<file path="config.mk">
export PLATFORM = sky130hd
export DESIGN_NAME = ddl_top
export DESIGN_NICKNAME = d
export VERILOG_FILES = /design/src/hw/ddl_pkg.sv /design/src/hw/ddl_top.sv /design/src/hw/ddl_fifo.sv /design/src/hw/ddl_chan.sv
export VERILOG_INCLUDE_DIRS = /design/src /design/src/hw
export SDC_FILE = /design/constraint.sdc
export NUM_CORES = 1
export LEC_CHECK = 0
export BUFFER_PORTS_ARGS = -buffer_cell sky130_fd_sc_hd__buf_2
export CAP_MARGIN = 20
export CORE_ASPECT_RATIO = 0.7
export CORE_MARGIN = 2
export CORE_UTILIZATION = 65
export DETAILED_ROUTE_END_ITERATION = 8
export HOLD_SLACK_MARGIN = 0.06
export PLACE_DENSITY_LB_ADDON = 0.1
export SYNTH_ARGS = -nofsm -noshare
export SYNTH_HDL_FRONTEND = slang
export SYNTH_SLANG_ARGS = --single-unit
export TNS_END_PERCENT = 50
</file>
<file path="constraint.sdc">
create_clock -name i_clk_sys -period 5.06 [get_ports i_clk_sys]
set_input_delay 0.759 -clock i_clk_sys [delete_from_list [all_inputs] [get_ports i_clk_sys]]
set_output_delay 0.759 -clock i_clk_sys [all_outputs]
set_load 0.005 [all_outputs]
</file>
<file path="src/hw/ddl_params.svh">
// constants for the dual converter input latch front end
// assumes inclusion by the package and by every design module
`ifndef DDL_PARAMS_SVH
`define DDL_PARAMS_SVH

// ********************************************************
// word and path widths
// ********************************************************
`define DDL_WORD_W        10
`define DDL_STAGES        3
`define DDL_FIFO_DEPTH    8
`define DDL_FIFO_W        22
`define DDL_CNT_W         4

// ********************************************************
// field positions inside a stream word
// ********************************************************
`define DDL_F_FIRST_LO    0
`define DDL_F_SECOND_LO   10
`define DDL_F_FRESH_FIRST 20
`define DDL_F_FRESH_SEC   21

// ********************************************************
// reset values and timing
// ********************************************************
`define DDL_SELECT_RESET  1'b1
`define DDL_WORD_RESET    10'h000
`define DDL_CLK_NS        100
`define DDL_MAX_MSPS      200
`define DDL_LATENCY_CLK   4

`endif

</file>
<file path="src/hw/ddl_pkg.sv">
// types and helpers shared by the input latch front end
// assumes ddl_params.svh is on the include path
`include "ddl_params.svh"

package ddl_pkg;

    // ********************************************************
    // types
    // ********************************************************
    typedef logic [`DDL_WORD_W-1:0] ddl_word_t;

    typedef enum logic
    {
        DDL_MODE_INTERLEAVED,
        DDL_MODE_DUAL
    } ddl_mode_t;

    // ********************************************************
    // edge detection on a sampled strobe
    // ********************************************************
    function automatic logic ddl_rise(input logic now, input logic prev);
        ddl_rise = now & ~prev;
    endfunction

    function automatic logic ddl_fall(input logic now, input logic prev);
        ddl_fall = ~now & prev;
    endfunction

endpackage

</file>
<file path="src/hw/ddl_top.sv">
// input latch front end of a dual ten bit converter
// assumes strobe and clock pins already synchronous to i_clk_sys,
// and a source that keeps its own edge ordering between write and clock
//
// Overview of operation
// - captured word reaches outputs four clocks later
// - ten bit unsigned offset binary words
// - bit nine carries most significant weight
// - mode pin low interleaved, high dual
// - dual mode: independent bus, strobe, clock
// - write edge loads latch, clock moves onward
// - interleaved: first bus only, shared strobes
// - select high first latch, low second
// - unselected latch holds by feedback
// - interleaved words arrive at twice update rate
// - capture on rise, pass on falling edge
// - shared clock halved for converter latches
// - pair reset holds divided clock low
// - pair reset fixes divided clock phase
// - update path runs up to 200 MSPS
`timescale 1ns/100ps
`include "ddl_params.svh"

module ddl_top
    import ddl_pkg::*;
(
    input  wire logic      i_clk_sys,
    input  wire logic      i_reset_n,
    input  wire logic      i_mode_dual,
    input  wire ddl_word_t i_data_first,
    input  wire ddl_word_t i_data_second,
    input  wire logic      i_write_strobe_first_channel,
    input  wire logic      i_write_strobe_second_channel,
    input  wire logic      i_update_clock_first_channel,
    input  wire logic      i_update_clock_second_channel,
    input  wire logic      i_pair_align_reset,
    input  wire logic      i_sample_ready,
    output logic           o_sample_valid,
    output ddl_word_t      o_code_first,
    output ddl_word_t      o_code_second,
    output logic           o_fresh_first,
    output logic           o_fresh_second,
    output logic           o_input_ready,
    output logic           o_divided_converter_clock,
    output logic           o_channel_steer_select
);

    // ********************************************************
    // edge detection on the strobe and clock pins
    // ********************************************************
    ddl_mode_t mode;
    logic      dual;
    logic      prev_wr_first;
    logic      prev_wr_second;
    logic      prev_ck_first;
    logic      prev_ck_second;
    logic      wr_first_rise;
    logic      wr_first_fall;
    logic      wr_second_rise;
    logic      ck_first_rise;
    logic      ck_second_rise;

    // static mode pin picks the interface
    assign mode = i_mode_dual ? DDL_MODE_DUAL : DDL_MODE_INTERLEAVED;
    assign dual = mode == DDL_MODE_DUAL;

    // edges; in interleaved mode the first pins are the shared pins
    assign wr_first_rise  = ddl_rise(i_write_strobe_first_channel, prev_wr_first);
    assign wr_first_fall  = ddl_fall(i_write_strobe_first_channel, prev_wr_first);
    assign wr_second_rise = ddl_rise(i_write_strobe_second_channel, prev_wr_second);
    assign ck_first_rise  = ddl_rise(i_update_clock_first_channel, prev_ck_first);
    assign ck_second_rise = ddl_rise(i_update_clock_second_channel, prev_ck_second);

    // previous pin levels
    always_ff @(posedge i_clk_sys or negedge i_reset_n)
    begin
        if (!i_reset_n)
        begin
            prev_wr_first  <= 1'b0;
            prev_wr_second <= 1'b0;
            prev_ck_first  <= 1'b0;
            prev_ck_second <= 1'b0;
        end
        else
        begin
            prev_wr_first  <= i_write_strobe_first_channel;
            prev_wr_second <= i_write_strobe_second_channel;
            prev_ck_first  <= i_update_clock_first_channel;
            prev_ck_second <= i_update_clock_second_channel;
        end
    end

    // ********************************************************
    // interleave divider and channel steering
    // ********************************************************
    logic next_div;
    logic next_select;
    logic div_rise;

    // halve the shared clock; held low in dual mode or pair reset
    assign next_div = (dual || i_pair_align_reset) ? 1'b0
                    : ck_first_rise ? ~o_divided_converter_clock
                    : o_divided_converter_clock;

    // rising edge of the divided clock loads both converter paths together
    assign div_rise = !dual && !i_pair_align_reset
                    && ck_first_rise && !o_divided_converter_clock;

    // steer toggles per shared write, parked on the first channel in reset
    assign next_select = (dual || i_pair_align_reset) ? `DDL_SELECT_RESET
                       : wr_first_rise ? ~o_channel_steer_select
                       : o_channel_steer_select;

    // divider and steer state
    always_ff @(posedge i_clk_sys or negedge i_reset_n)
    begin
        if (!i_reset_n)
        begin
            o_divided_converter_clock <= 1'b0;
            o_channel_steer_select    <= `DDL_SELECT_RESET;
        end
        else
        begin
            o_divided_converter_clock <= next_div;
            o_channel_steer_select    <= next_select;
        end
    end

    // ********************************************************
    // channel paths
    // ********************************************************
    ddl_word_t latch_first;
    ddl_word_t latch_second;
    ddl_word_t last_first;
    ddl_word_t last_second;
    ddl_word_t conv_first;
    ddl_word_t conv_second;
    ddl_word_t word_first;
    ddl_word_t word_second;
    logic      load_second;
    logic      hold_pair;
    logic      adv_first;
    logic      adv_second;
    logic      fifo_ready;

    // interleaved: bus goes to the selected latch, the other feeds back
    assign word_first  = (dual || o_channel_steer_select) ? i_data_first
                       : latch_first;
    assign word_second = dual ? i_data_second
                       : o_channel_steer_select ? latch_second
                       : i_data_first;
    assign load_second = dual ? wr_second_rise : wr_first_rise;
    assign hold_pair   = !dual && wr_first_fall;

    // each channel advances on its own clock, or both on the divided clock;
    // one advance per system cycle at most, full fifo stalls the path
    assign adv_first  = (dual ? ck_first_rise : div_rise) && fifo_ready;
    assign adv_second = (dual ? ck_second_rise : div_rise) && fifo_ready;

    ddl_chan u_chan_first
    (
        .i_clk_sys    (i_clk_sys),
        .i_reset_n    (i_reset_n),
        .i_dual       (dual),
        .i_load       (wr_first_rise),
        .i_word       (word_first),
        .i_hold_pair  (hold_pair),
        .i_advance    (adv_first),
        .o_latch      (latch_first),
        .o_stage_last (last_first),
        .o_conv       (conv_first)
    );

    ddl_chan u_chan_second
    (
        .i_clk_sys    (i_clk_sys),
        .i_reset_n    (i_reset_n),
        .i_dual       (dual),
        .i_load       (load_second),
        .i_word       (word_second),
        .i_hold_pair  (hold_pair),
        .i_advance    (adv_second),
        .o_latch      (latch_second),
        .o_stage_last (last_second),
        .o_conv       (conv_second)
    );

    // ********************************************************
    // output stream buffer
    // ********************************************************
    logic [`DDL_FIFO_W-1:0] push_data;
    logic [`DDL_FIFO_W-1:0] head;
    logic                   push_valid;

    // new converter latch contents, bit nine stays the top bit
    assign push_valid = adv_first || adv_second;
    assign push_data  = {adv_second, adv_first,
                         adv_second ? last_second : conv_second,
                         adv_first ? last_first : conv_first};

    ddl_fifo #(
        .WIDTH (`DDL_FIFO_W),
        .DEPTH (`DDL_FIFO_DEPTH)
    ) u_fifo
    (
        .i_clk_sys   (i_clk_sys),
        .i_reset_n   (i_reset_n),
        .i_in_valid  (push_valid),
        .o_in_ready  (fifo_ready),
        .i_in_data   (push_data),
        .o_out_valid (o_sample_valid),
        .i_out_ready (i_sample_ready),
        .o_out_data  (head)
    );

    // head fields, unsigned offset binary codes
    assign o_code_first   = head[`DDL_F_FIRST_LO +: `DDL_WORD_W];
    assign o_code_second  = head[`DDL_F_SECOND_LO +: `DDL_WORD_W];
    assign o_fresh_first  = head[`DDL_F_FRESH_FIRST];
    assign o_fresh_second = head[`DDL_F_FRESH_SEC];
    assign o_input_ready  = fifo_ready;

endmodule

</file>
<file path="src/hw/ddl_fifo.sv">
// shift register fifo, head at slot 0, all outputs from flops
// assumes one clock and an asynchronous active low reset
`timescale 1ns/100ps
`include "ddl_params.svh"

module ddl_fifo
    import ddl_pkg::*;
#(
    parameter int WIDTH = `DDL_FIFO_W,
    parameter int DEPTH = `DDL_FIFO_DEPTH
)
(
    input  wire logic             i_clk_sys,
    input  wire logic             i_reset_n,
    input  wire logic             i_in_valid,
    output logic                  o_in_ready,
    input  wire logic [WIDTH-1:0] i_in_data,
    output logic                  o_out_valid,
    input  wire logic             i_out_ready,
    output logic      [WIDTH-1:0] o_out_data
);

    logic [WIDTH-1:0]      mem [DEPTH];
    logic [`DDL_CNT_W-1:0] count;
    logic [`DDL_CNT_W-1:0] next_count;
    logic [`DDL_CNT_W-1:0] wr_index;
    logic                  push;
    logic                  pop;

    // handshake decode
    assign push       = i_in_valid & o_in_ready;
    assign pop        = o_out_valid & i_out_ready;
    assign next_count = count + {3'h0, push} - {3'h0, pop};
    assign wr_index   = pop ? count - 4'h1 : count;
    assign o_out_data = mem[0];

    // fill level and flags
    always_ff @(posedge i_clk_sys or negedge i_reset_n)
    begin
        if (!i_reset_n)
        begin
            count       <= 4'h0;
            o_out_valid <= 1'b0;
            o_in_ready  <= 1'b0;
        end
        else
        begin
            count       <= next_count;
            o_out_valid <= next_count != 4'h0;
            o_in_ready  <= next_count != DEPTH[`DDL_CNT_W-1:0];
        end
    end

    // storage: shift on pop, write at the tail
    always_ff @(posedge i_clk_sys or negedge i_reset_n)
    begin
        if (!i_reset_n)
        begin
            for (int i = 0; i < DEPTH; i++)
                mem[i] <= '0;
        end
        else
        begin
            for (int i = 0; i < DEPTH; i++)
            begin
                if (push && wr_index == i[`DDL_CNT_W-1:0])
                    mem[i] <= i_in_data;
                else if (pop && i < DEPTH - 1)
                    mem[i] <= mem[i+1];
            end
        end
    end

endmodule

</file>
<file path="src/hw/ddl_chan.sv">
// one channel: input latch, pair hold register, delay stages, converter latch
// assumes load, fall and advance arrive as one-cycle pulses
`timescale 1ns/100ps
`include "ddl_params.svh"

module ddl_chan
    import ddl_pkg::*;
(
    input  wire logic      i_clk_sys,
    input  wire logic      i_reset_n,
    input  wire logic      i_dual,
    input  wire logic      i_load,
    input  wire ddl_word_t i_word,
    input  wire logic      i_hold_pair,
    input  wire logic      i_advance,
    output ddl_word_t      o_latch,
    output ddl_word_t      o_stage_last,
    output ddl_word_t      o_conv
);

    ddl_word_t pair;
    ddl_word_t stage [`DDL_STAGES];
    ddl_word_t feed;

    // dual mode feeds the stages from the input latch, interleaved from the pair
    assign feed         = i_dual ? o_latch : pair;
    assign o_stage_last = stage[`DDL_STAGES-1];

    // input latch and pair hold
    always_ff @(posedge i_clk_sys or negedge i_reset_n)
    begin
        if (!i_reset_n)
        begin
            o_latch <= `DDL_WORD_RESET;
            pair    <= `DDL_WORD_RESET;
        end
        else
        begin
            if (i_load)
                o_latch <= i_word;
            if (i_hold_pair)
                pair <= o_latch;
        end
    end

    // delay stages then converter latch, four advances after capture
    always_ff @(posedge i_clk_sys or negedge i_reset_n)
    begin
        if (!i_reset_n)
        begin
            for (int i = 0; i < `DDL_STAGES; i++)
                stage[i] <= `DDL_WORD_RESET;
            o_conv <= `DDL_WORD_RESET;
        end
        else if (i_advance)
        begin
            stage[0] <= feed;
            for (int i = 1; i < `DDL_STAGES; i++)
                stage[i] <= stage[i-1];
            o_conv <= stage[`DDL_STAGES-1];
        end
    end

endmodule

</file>
After elaboration in Yosys (flattened, before gate mapping)

Index checks and enable logic that the tools add are counted.

Register bits: 308
Input port bits: 29
Output and inout port bits: 26
Logic and storage cells: 117

$add $sub $neg: 3
Eq/ne operators: 9
Muxes and demuxes: 29
Bitwise operators: 14
Reduce and logical (&&, ||, !) cells: 33

Operators by type and width:

| operator                                                            | number |
|---|---|
| 22-bit two-way mux                                                  | 14 |
| 10-bit two-way mux                                                  | 6 |
| 2-bit nonzero test                                                  | 9 |
| 4-bit by 3-bit == test with 1-bit output (second input constant)    | 4 |
| 1-bit logical AND                                                   | 14 |
| 4-bit by 2-bit == test with 1-bit output (second input constant)    | 2 |
| 1-bit two-way mux                                                   | 8 |
| 1-bit AND                                                           | 7 |
| 1-bit inverter                                                      | 7 |
| 4-bit by 1-bit adder with 4-bit output                              | 1 |
| 4-bit by 1-bit == test with 1-bit output (second input constant)    | 1 |
| 4-bit zero test                                                     | 1 |
| 4-bit two-way mux                                                   | 1 |
| 4-bit != test (second input constant)                               | 1 |
| 2-bit AND reduction                                                 | 2 |
| 4-bit nonzero test                                                  | 1 |
| 4-bit by 1-bit subtractor with 4-bit output                         | 1 |
| 4-bit by 1-bit subtractor with 4-bit output (second input constant) | 1 |
| 1-bit zero test                                                     | 3 |
| 1-bit logical OR                                                    | 3 |
| 2-bit by 1-bit != test with 1-bit output (second input constant)    | 1 |

Depth between registers and ports, before layout

Gate-level depths: netlist of run 1.

Depth in word-level cells: 12
Depth in mapped cells: 13

Cells and area by module

A second synthesis of run 1 with hierarchy kept.

Cell total of the unflattened synthesis: 1037
Area total of the unflattened synthesis: 15163.3 µm²

Modules (own cells, without submodules):

| module   | times used | cells an instance | area each (µm²) |
|---|---|---|---|
| ddl_fifo | 1          | 627               | 9120.0 |
| ddl_chan | 2          | 159               | 2578.7 |
| ddl_top  | 1          | 92                | 885.8 |

Worst setup path before layout of run 1

No wires, ideal clock.

Path kind: input to register
From: in i_sample_ready
To: reg u_fifo.o_in_ready
Library setup time: 0.127 ns
Arrival time: 3.096 ns
Setup slack: 1.837 ns
Stages on the path: 13
Buffers on the path: 3
Cells stage by stage: nand2_1 -> inv_2 -> buf_2 -> buf_2 -> ha_1 -> clkbuf_1 -> inv_1 -> ha_1 -> inv_1 -> fa_1 -> inv_1 -> nor3_1 -> nand2_1

Cells in the longest elaborated chain, start to end: 3

RTL lines:

| what                                        | line           | text |
|---|---|---|
| from (decl)                                 | ddl_top.sv:37  | `input wire logic i_sample_ready,` |
| 1-bit AND                                   | ddl_fifo.sv:32 | `assign pop = o_out_valid & i_out_ready;` |
| 4-bit by 1-bit subtractor with 4-bit output | ddl_fifo.sv:33 | `assign next_count = count + {3'h0, push} - {3'h0, pop};` |
| via u_fifo.next_count[1]                    | ddl_fifo.sv:25 | `` logic [`DDL_CNT_W-1:0] next_count; `` |
| 4-bit != test                               | ddl_fifo.sv:50 | `` o_in_ready <= next_count != DEPTH[`DDL_CNT_W-1:0]; `` |
| to (signal assigned)                        | ddl_fifo.sv:50 |  |
| to (decl)                                   | ddl_fifo.sv:16 | `output logic o_in_ready,` |

The timed path passes the listed nets, and every way through them passes these cells.
A chain may end at the register's enable or synchronous reset.

Worst setup path in the final report of run 1

From: reg u_fifo.count[1]
To: reg u_fifo.mem[110] (netlist name)

Cells in the longest elaborated chain, start to end: 5

RTL lines:

| what                                                     | line           | text |
|---|---|---|
| from (decl)                                              | ddl_fifo.sv:24 | `` logic [`DDL_CNT_W-1:0] count; `` |
| from (signal assigned)                                   | ddl_fifo.sv:48 | `count <= next_count;` |
| 4-bit by 1-bit subtractor with 4-bit output              | ddl_fifo.sv:34 | `assign wr_index = pop ? count - 4'h1 : count;` |
| 4-bit two-way mux *                                      | ddl_fifo.sv:34 |  |
| 4-bit by 2-bit == test with 1-bit output *               | ddl_fifo.sv:66 | `` if (push && wr_index == i[`DDL_CNT_W-1:0]) `` |
| 1-bit logical AND *                                      | ddl_fifo.sv:66 |  |
| 22-bit two-way mux or 2-bit nonzero test (tied branches) | --             |  |
| to (signal, indexed assignment)                          | ddl_fifo.sv:67 | `mem[i] <= i_in_data;` |
| to (signal, indexed assignment)                          | ddl_fifo.sv:69 | `mem[i] <= mem[i+1];` |
| to (decl)                                                | ddl_fifo.sv:23 | `logic [WIDTH-1:0] mem [DEPTH];` |

Every way passes the cells marked *; elsewhere a longest branch is shown, timed or not.

==> impl_metrics.toml, run 1 <==
[timing]
maxSlewViolCount = 0
post-route-min-period_ns = 2.89
fin_crit_sh_pct = 57.1
fin_ws_ns = 2.17
tightestPinTransition_ns = 1.11
slew_headroom_pct = 26.1
clock_skew_ns = 0.00931
setup_viol = 0
hold_viol = 0
fin_setup_tns_ns = 0
rsz0062_at_grt = "no"
clock.fmax_ghz = 0.346

[clock_network]
postCtsHoldBufs = 0
clockBufferDepth = 3
cts-resized-gates = 0
clkLatencyLatePin_ns = 0.54
clock-sinks = 308
cts_tree = "yes"
path_clk_slew_ns = 0.06
numCtsBuffers = 29
postCtsSetupRepairBufs = 0
htreeDepth = 1
cts-root-buf = "clkbuf_16"

[critical_path]
arrival_ns = 3.27
cp-endpoint = "u_fifo.mem[110]"
cp.required_ns = 5.45
rr_endpoint = "u_fifo.mem[110]"
cpLargestDelayFamily = "simple AND/OR/NAND/NOR gates"
end_kind = "flop"
reg2reg_depth = 6
critPathLaunchType = "flop"
path_cells = "inv_1 -> ha_1 -> o21ai_1 -> nand4_2 -> buf_4 -> mux2i_1"
r2r_setup_slack_ns = 2.17
path_buf_inv = 2
r2r_start = "u_fifo.count[1]"
max_stage_delay_ns = 0.70
cp_max_fo = 13
path_depth = 6
crit_path_start = "u_fifo.count[1]"
crit_slowest_cell = "nand4_2"
path_class = "reg2reg"

[grt]
grt_pass1_wl_um = 44200
grt_pass1_vias = 8011
grt_busiest_layer = "met1"
use_met3_pct = 3.88
grt_use_met2_pct = 34.4
antenna_found_initial = 0
grt-ovfl-total = 0
track_usage_pct = 24.2
grt_max_degree = 92
gr-usage-met1_pct = 39.2

[placed_design]
dp_slack_ns = 1.82
port_buffers = 54
placed_area_um2 = 14300
dp.cells = 1302
globalplace.congestion = 0.746
hpwl_um = 16500

[synth]
synthCells = 1026
ys_types = 43
synth.ff_latch_count = 308
syn_nets = 1063
netlist_area_um2 = 14000
syn_avg_cell_area_um2 = 13.7
yosysWarningCount = 0
ys_seq_area_share_pct = 54.9

[final_layout]
mostFrequentLayoutCell = "mux2i_1"
diodes = 0
area_growth_pct = 8.62
drive_gt1_share_pct = 21.8
final_cell_count_no_fill = 1355
finalNetCount = 1094
fin_area_um2 = 15200
final_cell_mix = "342 x mux2i_1, 307 x dfrtp_1, 96 x nand2_1"

[drt]
routed_wl_um = 26100
dr.pass1.iters = 4
vias = 7730
routedWlPerCell_um = 19.3
dr.first_iter.drc_count = 451
drc_errors = 0
via_per_inst = 5.70
postRouteAntennaNets = 0

[min_path]
hp-class = "in2async"

[power]
power.total_uw = 8310
peakVddDrop_uv = 308
power_density_nw_per_um2 = 546
total_leakage_power_uw = 0.00800

[floorplan]
die_area_um2 = 22800
rows = 44
io-pin-count = 55
core_area_um2 = 21000
die_h_um = 127
start_util_pct = 66.9
fp.dieW_um = 180

[status]
outcome = "finished, final reports clean"

[job]
cap_violations = 0
-- power by group --
part / switching, uW / internal, uW
Sequential: 604 / 3410
Clock: 892 / 1200
Combinational: 1150 / 1060
Total: 2640 / 5670
-- area by class of cell --
| cell class | count | area (um^2) |
|---|---|---|
| clock buffer | 46 | 850 |
| inverter | 31 | 118 |
| sequential | 308 | 7710 |
| timing repair buffer | 76 | 458 |
| tap | 276 | 345 |
| clock inverter | 7 | 63.8 |
| fill | 1445 | 5730 |
| multi-input combinational | 611 | 5700 |
-- how the worst min path moves through the flow --
stage / startpoint / end / slack, ns
4_1_cts: i_reset_n / u_chan_first.stage[17] / 0.25
6_report: i_reset_n / u_fifo.o_out_valid / 0.21
3_5_place_dp: u_chan_second.stage[14] / u_chan_second.o_stage_last[4] / 0.45
2_1_floorplan: u_chan_second.stage[10] / u_chan_second.o_stage_last[0] / 0.44
3_3_place_gp: u_chan_second.stage[26] / u_chan_second.stage[16] / 0.45
5_1_grt: i_reset_n / u_chan_first.stage[16] / 0.27
-- per-layer routing --
layer	routed length [um]	up-vias
met5	0	-
met2	10800	141
met4	477	0
li1	-	3643
met1	13700	3914
met3	1130	32
-- cells in the mapped netlist (all sizes together) --
master    n  area [um^2]
nand2b    4         32.5
nand2    97          364
a31o      1         8.76
nor2      5         21.3
clkbuf   12         45.0
nand3     3         15.0
nor3b     1         7.51
inv      31          116
fa        1         20.0
buf      64          484
mux2     71          837
a21oi     3         22.5
dfstp     1         26.3
o211ai    2         33.8
xor2      1         8.76
and3      2         12.5
and2b     1         7.51
o32a      1         10.0
dfrtp   307         7680
xnor2     6         52.6
o21ai    31          155
or3       1         6.26
mux2i   359         3790
o211a     1         10.0
o21a      1         7.51
ha        7         87.6
nor4      4         85.1
nor3      3         26.3
nand4     5         56.3
-- stage by stage --
| stage | hold WS [ns] | util [%] |
|---|---|---|
| 3_5_place_dp | 0.451 | 68.3 |
| 6_report | 0.213 | 72.7 |
| 3_3_place_gp | 0.447 | 68.3 |
| 4_1_cts | 0.247 | 72.7 |
| 2_1_floorplan | 0.439 | - |
| 5_1_grt | 0.271 | 72.7 |
-- state kept, by name, indices dropped and copies added, names as in the netlist --
register	count
prev_wr_first	1
u_fifo.count	4
prev_wr_second	1
u_chan_first.o_conv	10
u_chan_first.o_latch	10
prev_ck_second	1
u_fifo.mem	154
o_channel_steer_select	1
u_chan_second.pair	10
prev_ck_first	1
u_chan_first.pair	10
o_divided_converter_clock	1
u_fifo.o_out_data	22
u_chan_first.stage	20
u_chan_second.o_latch	10
u_fifo.o_out_valid	1
u_chan_first.o_stage_last	10
u_chan_second.stage	20
u_chan_second.o_conv	10
u_chan_second.o_stage_last	10
u_fifo.o_in_ready	1
-- kinds of logic after synthesis --
logic type / Yosys count / share of synthesized area [%]
mux: 430 / 33.0
flops: 308 / 54.9
simple gates: 126 / 4.52
buf+inv: 107 / 4.60
compound gates: 40 / 1.77
fa+ha+maj: 8 / 0.767
xor+xnor: 7 / 0.437
-- worst register-to-register path: stages (launching register included) --
cell and delay (ns):
dfrtp_1 0.44, inv_1 0.13, ha_1 0.31, o21ai_1 0.53, nand4_2 0.70, buf_4 0.48
mux2i_1 0.15
Note: power is estimated with default switching activity, not from simulation.
==> run 2, diff against run 1 <==
--- a/config.mk
+++ b/config.mk
@@ -10,7 +10,7 @@
 export CAP_MARGIN = 20
 export CORE_ASPECT_RATIO = 0.7
 export CORE_MARGIN = 2
-export CORE_UTILIZATION = 65
+export CORE_UTILIZATION = 62
 export DETAILED_ROUTE_END_ITERATION = 8
 export HOLD_SLACK_MARGIN = 0.06
 export PLACE_DENSITY_LB_ADDON = 0.1
==> constraint.sdc (replaced) <==
create_clock -name i_clk_sys -period 2.7 [get_ports i_clk_sys]
set_input_delay 0.405 -clock i_clk_sys [delete_from_list [all_inputs] [get_ports i_clk_sys]]
set_output_delay 0.405 -clock i_clk_sys [all_outputs]
set_load 0.005 [all_outputs]
==> run 2 against run 1 <==
Effect of this change: global-route usage fell by 1.8 points; total power rose by 96%; register-to-register slack got worse by 1.8 ns; worst setup slack got worse by 1.9 ns; first-iteration DRC count fell by 5.8%; cell count rose by 3.2%; clock skew rose by 0.0093 ns; utilization fell by 2.5 points; sequential share of layout area fell by 1.6 points; sequential cell count did not move; hold slack got worse by 0.11 ns; via count rose by 0.26%; largest cell class unchanged; highest routed layer unchanged.
==> impl_metrics.toml, run 2 (same netlist as run 1, synthesis figures left out) <==
[status]
outcome = "finished, final reports clean"

[floorplan]
start_util_pct = 62.5
die_h_um = 130
core_area_um2 = 22400
io-pin-count = 55
fp.dieW_um = 184
rows = 46
die_area_um2 = 23900

[critical_path]
crit_slowest_cell = "dlygate4sd3_1"
cp_max_fo = 5
arrival_ns = 2.81
path_cells = "dlygate4sd3_1 -> buf_2 -> nand2b_4 -> nor3_4 -> a21oi_2 -> inv_2 -> ha_1 -> inv_1 -> fa_1 -> inv_1 -> nor3_1 -> nand2b_1"
end_kind = "flop"
cp.required_ns = 3.11
crit_top_cell = "inv_1"
rr_endpoint = "u_fifo.o_out_valid"
cpLargestDelayFamily = "buffers and inverters"
critPathLaunchType = "input port"
r2r_setup_slack_ns = 0.39
reg2reg_depth = 10
max_stage_delay_ns = 0.52
path_class = "in2reg"
path_buf_inv = 5
r2r_start = "prev_ck_first"

[grt]
grt_max_degree = 71
antenna_found_initial = 0
grt-ovfl-total = 0
track_usage_pct = 22.4
grt_pass1_wl_um = 42700
grt_pass1_vias = 7773

[clock_network]
path_clk_slew_ns = 0.06
cts_tree = "yes"
cts-root-buf = "clkbuf_16"
cts-resized-gates = 0
clkLatencyLatePin_ns = 0.54
htreeDepth = 1
numCtsBuffers = 29
clock-sinks = 308
clockBufferDepth = 3
postCtsSetupRepairBufs = 0

[drt]
via_per_inst = 5.54
dr.first_iter.drc_count = 425
drc_errors = 0
routed_wl_um = 25400
routedWlPerCell_um = 18.1
vias = 7750
dr.pass1.iters = 5
postRouteAntennaNets = 0

[timing]
tightestPinTransition_ns = 1.14
fin_crit_sh_pct = 88.8
fin_ws_ns = 0.302
clock.fmax_ghz = 0.417
setup_viol = 0
rsz0062_at_grt = "no"
maxSlewViolCount = 0
slew_headroom_pct = 24.3
hold_viol = 0
fin_setup_tns_ns = 0
post-route-min-period_ns = 2.40
clock_skew_ns = 0.0186

[placed_design]
placed_area_um2 = 14600
dp_slack_ns = 0.297
port_buffers = 54
hpwl_um = 16500
globalplace.congestion = 0.831

[final_layout]
finalNetCount = 1125
largest_register_ffs = 154
mostFrequentLayoutCell = "mux2i_1"
area_growth_pct = 12.2
regMostFlops = "u_fifo.mem"
final_cell_mix = "342 x mux2i_1, 307 x dfrtp_1, 96 x nand2_1"
diodes = 0
drive_gt1_share_pct = 24.2
fin_area_um2 = 15700

[min_path]
min_path_cells = 2
min_to = "o_divided_converter_clock"
hp-class = "in2reg"
hp-start = "i_pair_align_reset"

[power]
power_density_nw_per_um2 = 1040
total_leakage_power_uw = 0.00824
peakVddDrop_uv = 565
power.total_uw = 16300

[job]
cap_violations = 0
run 2: changes by cell type in the layout (fill, tap and decap cells not counted):
cell / previous run / this run
buf_12: 1 / 9
buf_4: 21 / 39
bufinv_16: 1 / 6
clkbuf_1: 11 / 3
clkinv_2: 6 / 7
clkinv_4: 0 / 1
clkinvlp_4: 0 / 1
dlygate4sd3_1: 0 / 5
run 2: worst max-delay path by stage:
stage | endpoint | start | cells after the start
floorplan | u_fifo.o_in_ready | i_sample_ready | 13
global placement | u_fifo.o_in_ready | i_pair_align_reset | 10
detailed placement | u_fifo.o_out_valid | i_update_clock_first_channel | 11
CTS | u_fifo.o_out_valid | i_update_clock_first_channel | 12
global route | u_fifo.o_out_valid | i_update_clock_first_channel | 12
finish | u_fifo.o_out_valid | i_update_clock_first_channel | 12
run 2: layout make-up:
cell class / instances / area (um^2)
Inverter: 31 / 118
Clock inverter: 15 / 235
Fill cell: 1611 / 6700
Clock buffer: 38 / 820
Multi-Input combinational cell: 611 / 5700
Timing Repair Buffer: 107 / 803
Tap cell: 288 / 360
Sequential cell: 308 / 7710
run 2: per-stage QoR:
stage | utilization [%] | cells | hold slack [ns]
after detailed placement | 65.2 | 1340 | 0.379
after global routing | 70.1 | 1398 | 0.0947
after CTS | 70.1 | 1398 | 0.0835
after global placement | 65.2 | 1340 | 0.378
final | 70.1 | 1398 | 0.104
after floorplan | - | 1026 | 0.109
run 2: worst reg2reg max path, stage by stage (launching register included):
cell and delay (ns):
dfrtp_1 0.37, nand2b_4 0.15, nor3_4 0.21, a21oi_2 0.14, inv_2 0.15, ha_1 0.19
inv_1 0.06, fa_1 0.51, inv_1 0.05, nor3_1 0.26, nand2b_1 0.09
run 2: what timing repair did:
action                                  in CTS  in global routing
endpoints found under the hold margin       61                  0
endpoints found under the setup margin       0                  0
hold buffers                                 5                  0
run 2: report_power, final:
part	switching [uW]	internal (uW)	leakage [uW]	total [uW]
clock	1720	2710	0.000521	4430
combinational	2190	2190	0.00370	4380
sequential	1110	6390	0.00402	7500
run 2: routing by layer:
layer / up-vias / share of wire, % / global-route usage (%)
met4: 0 / 1.1 / 3.76
met5: - / 0 / 0
met2: 140 / 42 / 33.3
met1: 3874 / 53 / 35.5
li1: 3717 / - / -
met3: 19 / 4.0 / 3.46
==> run 3, diff against run 2 <==
--- a/config.mk
+++ b/config.mk
@@ -14,6 +14,7 @@
 export DETAILED_ROUTE_END_ITERATION = 8
 export HOLD_SLACK_MARGIN = 0.06
 export PLACE_DENSITY_LB_ADDON = 0.1
+export SETUP_SLACK_MARGIN = 0.4
 export SYNTH_ARGS = -nofsm -noshare
 export SYNTH_HDL_FRONTEND = slang
 export SYNTH_SLANG_ARGS = --single-unit
==> run 3 against run 2 <==
Effect of this change: wire length up 4.4%; non-clock buffer count unchanged; worst setup slack better by 0.16 ns; die area unchanged; sequential cell count unchanged; clock power down 14%; largest cell class unchanged; global-route usage up 0.76 points; sequential share of layout area up 0.11 points; cell count down 0.43%.
==> impl_metrics.toml, run 3 (same netlist as run 1, synthesis figures left out) <==
[critical_path]
reg2reg_depth = 9
cp.required_ns = 3.13
r2r_setup_slack_ns = 0.46
max_stage_delay_ns = 0.44
cp_max_fo = 6
r2r_start = "u_fifo.count[1]"
arrival_ns = 2.67
rr_endpoint = "u_fifo.mem[6]"
crit_slowest_cell = "dfrtp_2"
critPathLaunchType = "flop"
path_class = "reg2reg"
end_kind = "flop"
path_cells = "inv_4 -> ha_4 -> nand3_4 -> xnor2_2 -> nand3_2 -> nor4_4 -> buf_6 -> clkbuf_16 -> mux2_2"

[grt]
grt_max_degree = 92
grt_pass1_wl_um = 43700
grt-ovfl-total = 0
grt_pass1_vias = 8003
antenna_found_initial = 0
track_usage_pct = 23.1

[drt]
highest_layer = "met4"
met3_length_um = 742
vias = 7806
via_per_inst = 5.61
dr.pass1.iters = 4
routed_wl_um = 26500
wl_met2_um = 11700
dr.first_iter.drc_count = 427
postRouteAntennaNets = 0
routedWlPerCell_um = 19.0
m1WireLength_um = 13800
drc_errors = 0

[status]
outcome = "finished, final reports clean"

[timing]
slew_headroom_pct = 52.3
fin_setup_tns_ns = 0
hold_viol = 0
maxSlewViolCount = 0
setup_viol = 0
fin_crit_sh_pct = 83.0
tightestPinTransition_ns = 0.716
clock_skew_ns = 0.0191
clock.fmax_ghz = 0.446
post-route-min-period_ns = 2.24
rsz0062_at_grt = "no"

[final_layout]
area_growth_pct = 12.0
regMostFlops = "u_fifo.mem"
finalNetCount = 1125
mostFrequentLayoutCell = "mux2i_1"
final_cell_mix = "342 x mux2i_1, 304 x dfrtp_1, 96 x nand2_1"
drive_gt1_share_pct = 24.5
largest_register_ffs = 154
diodes = 0

[job]
cap_violations = 0

[floorplan]
core_area_um2 = 22400
start_util_pct = 62.5
fp.dieW_um = 184
rows = 46
die_area_um2 = 23900
io-pin-count = 55
die_h_um = 130

[clock_network]
clockBufferDepth = 3
clkLatencyLatePin_ns = 0.55
htreeDepth = 1
clock-sinks = 308
path_clk_slew_ns = 0.06
numCtsBuffers = 29
cts-root-buf = "clkbuf_16"
cts_tree = "yes"

[placed_design]
globalplace.congestion = 0.791
hpwl_um = 16700
port_buffers = 54

[power]
total_leakage_power_uw = 0.00819
power.total_uw = 15800
peakVddDrop_uv = 540
power_density_nw_per_um2 = 1000

[min_path]
hp-class = "in2reg"
hp-start = "i_pair_align_reset"
min_path_cells = 2
min_to = "o_divided_converter_clock"
[run 3: timing repair]
item | CTS | global route
pin swaps | 0 | 4
hold buffers | 5 | 0
setup endpoints to repair | 4 | 93
hold endpoints to repair | 70 | 0
resized for setup | 1 | 16
buffers inserted | 0 | 6
gates cloned | 0 | 3
[run 3: worst max-delay path by stage]
stage / from / endpoint / slack [ns] / depth (start not counted)
after floorplan: u_fifo.o_out_valid / u_fifo.o_out_valid / 0.41 / 13
after global placement: i_pair_align_reset / u_fifo.o_in_ready / 0.38 / 10
after detailed placement: i_pair_align_reset / u_fifo.o_out_valid / 0.31 / 10
after CTS: u_fifo.count[1] / u_fifo.mem[0] / 0.39 / 8
after global routing: u_fifo.count[0] / u_fifo.mem[6] / 0.39 / 9
final: u_fifo.count[1] / u_fifo.mem[6] / 0.46 / 9
[run 3: report_power, final]
group / leakage (uW) / switching (uW) / total (uW) / internal (uW)
Clock: 0.000427 / 1640 / 3810 / 2170
Sequential: 0.00402 / 1130 / 7520 / 6400
Combinational: 0.00374 / 2230 / 4450 / 2220
Total: 0.00819 / 5000 / 15800 / 10800
[run 3: layout make-up]
class / count / area [um^2]
flip-flops and latches: 308 / 7710
fillers: 1594 / 6730
multi-input cells: 611 / 5770
repair buffers: 107 / 875
clock buffers: 42 / 815
well taps: 288 / 360
inverters: 31 / 125
clock inverters: 5 / 53.8
[run 3: critical path: cells and delay by family, from the launching register on]
| kind | cells | cell delay [ns] |
|---|---|---|
| AND/OR/NAND/NOR | 3 | 0.55 |
| buffers and inverters | 3 | 0.46 |
| flip-flops | 1 | 0.44 |
| multiplexers | 1 | 0.33 |
| XOR/XNOR | 1 | 0.21 |
| adder cells (fa/ha/maj) | 1 | 0.13 |
[run 3: metal layers]
| metal | vias up | GRT usage, % |
|---|---|---|
| li1 | 3708 | - |
| met1 | 3970 | 35.9 |
| met2 | 102 | 35.8 |
| met3 | 26 | 3.01 |
| met4 | 0 | 3.76 |
| met5 | - | 0 |
[run 3: metrics by stage]
stage	area, um^2	utilization [%]	setup slack (ns)	hold WS [ns]	instances
3_5_place_dp	14600	65.2	0.313	0.446	1331
2_1_floorplan	14100	-	0.408	0.109	1026
5_1_grt	15700	70.0	0.385	0.112	1392
4_1_cts	15600	69.3	0.392	0.0916	1383
6_report	15700	70.0	0.458	0.119	1392
3_3_place_gp	14600	65.2	0.379	0.450	1331
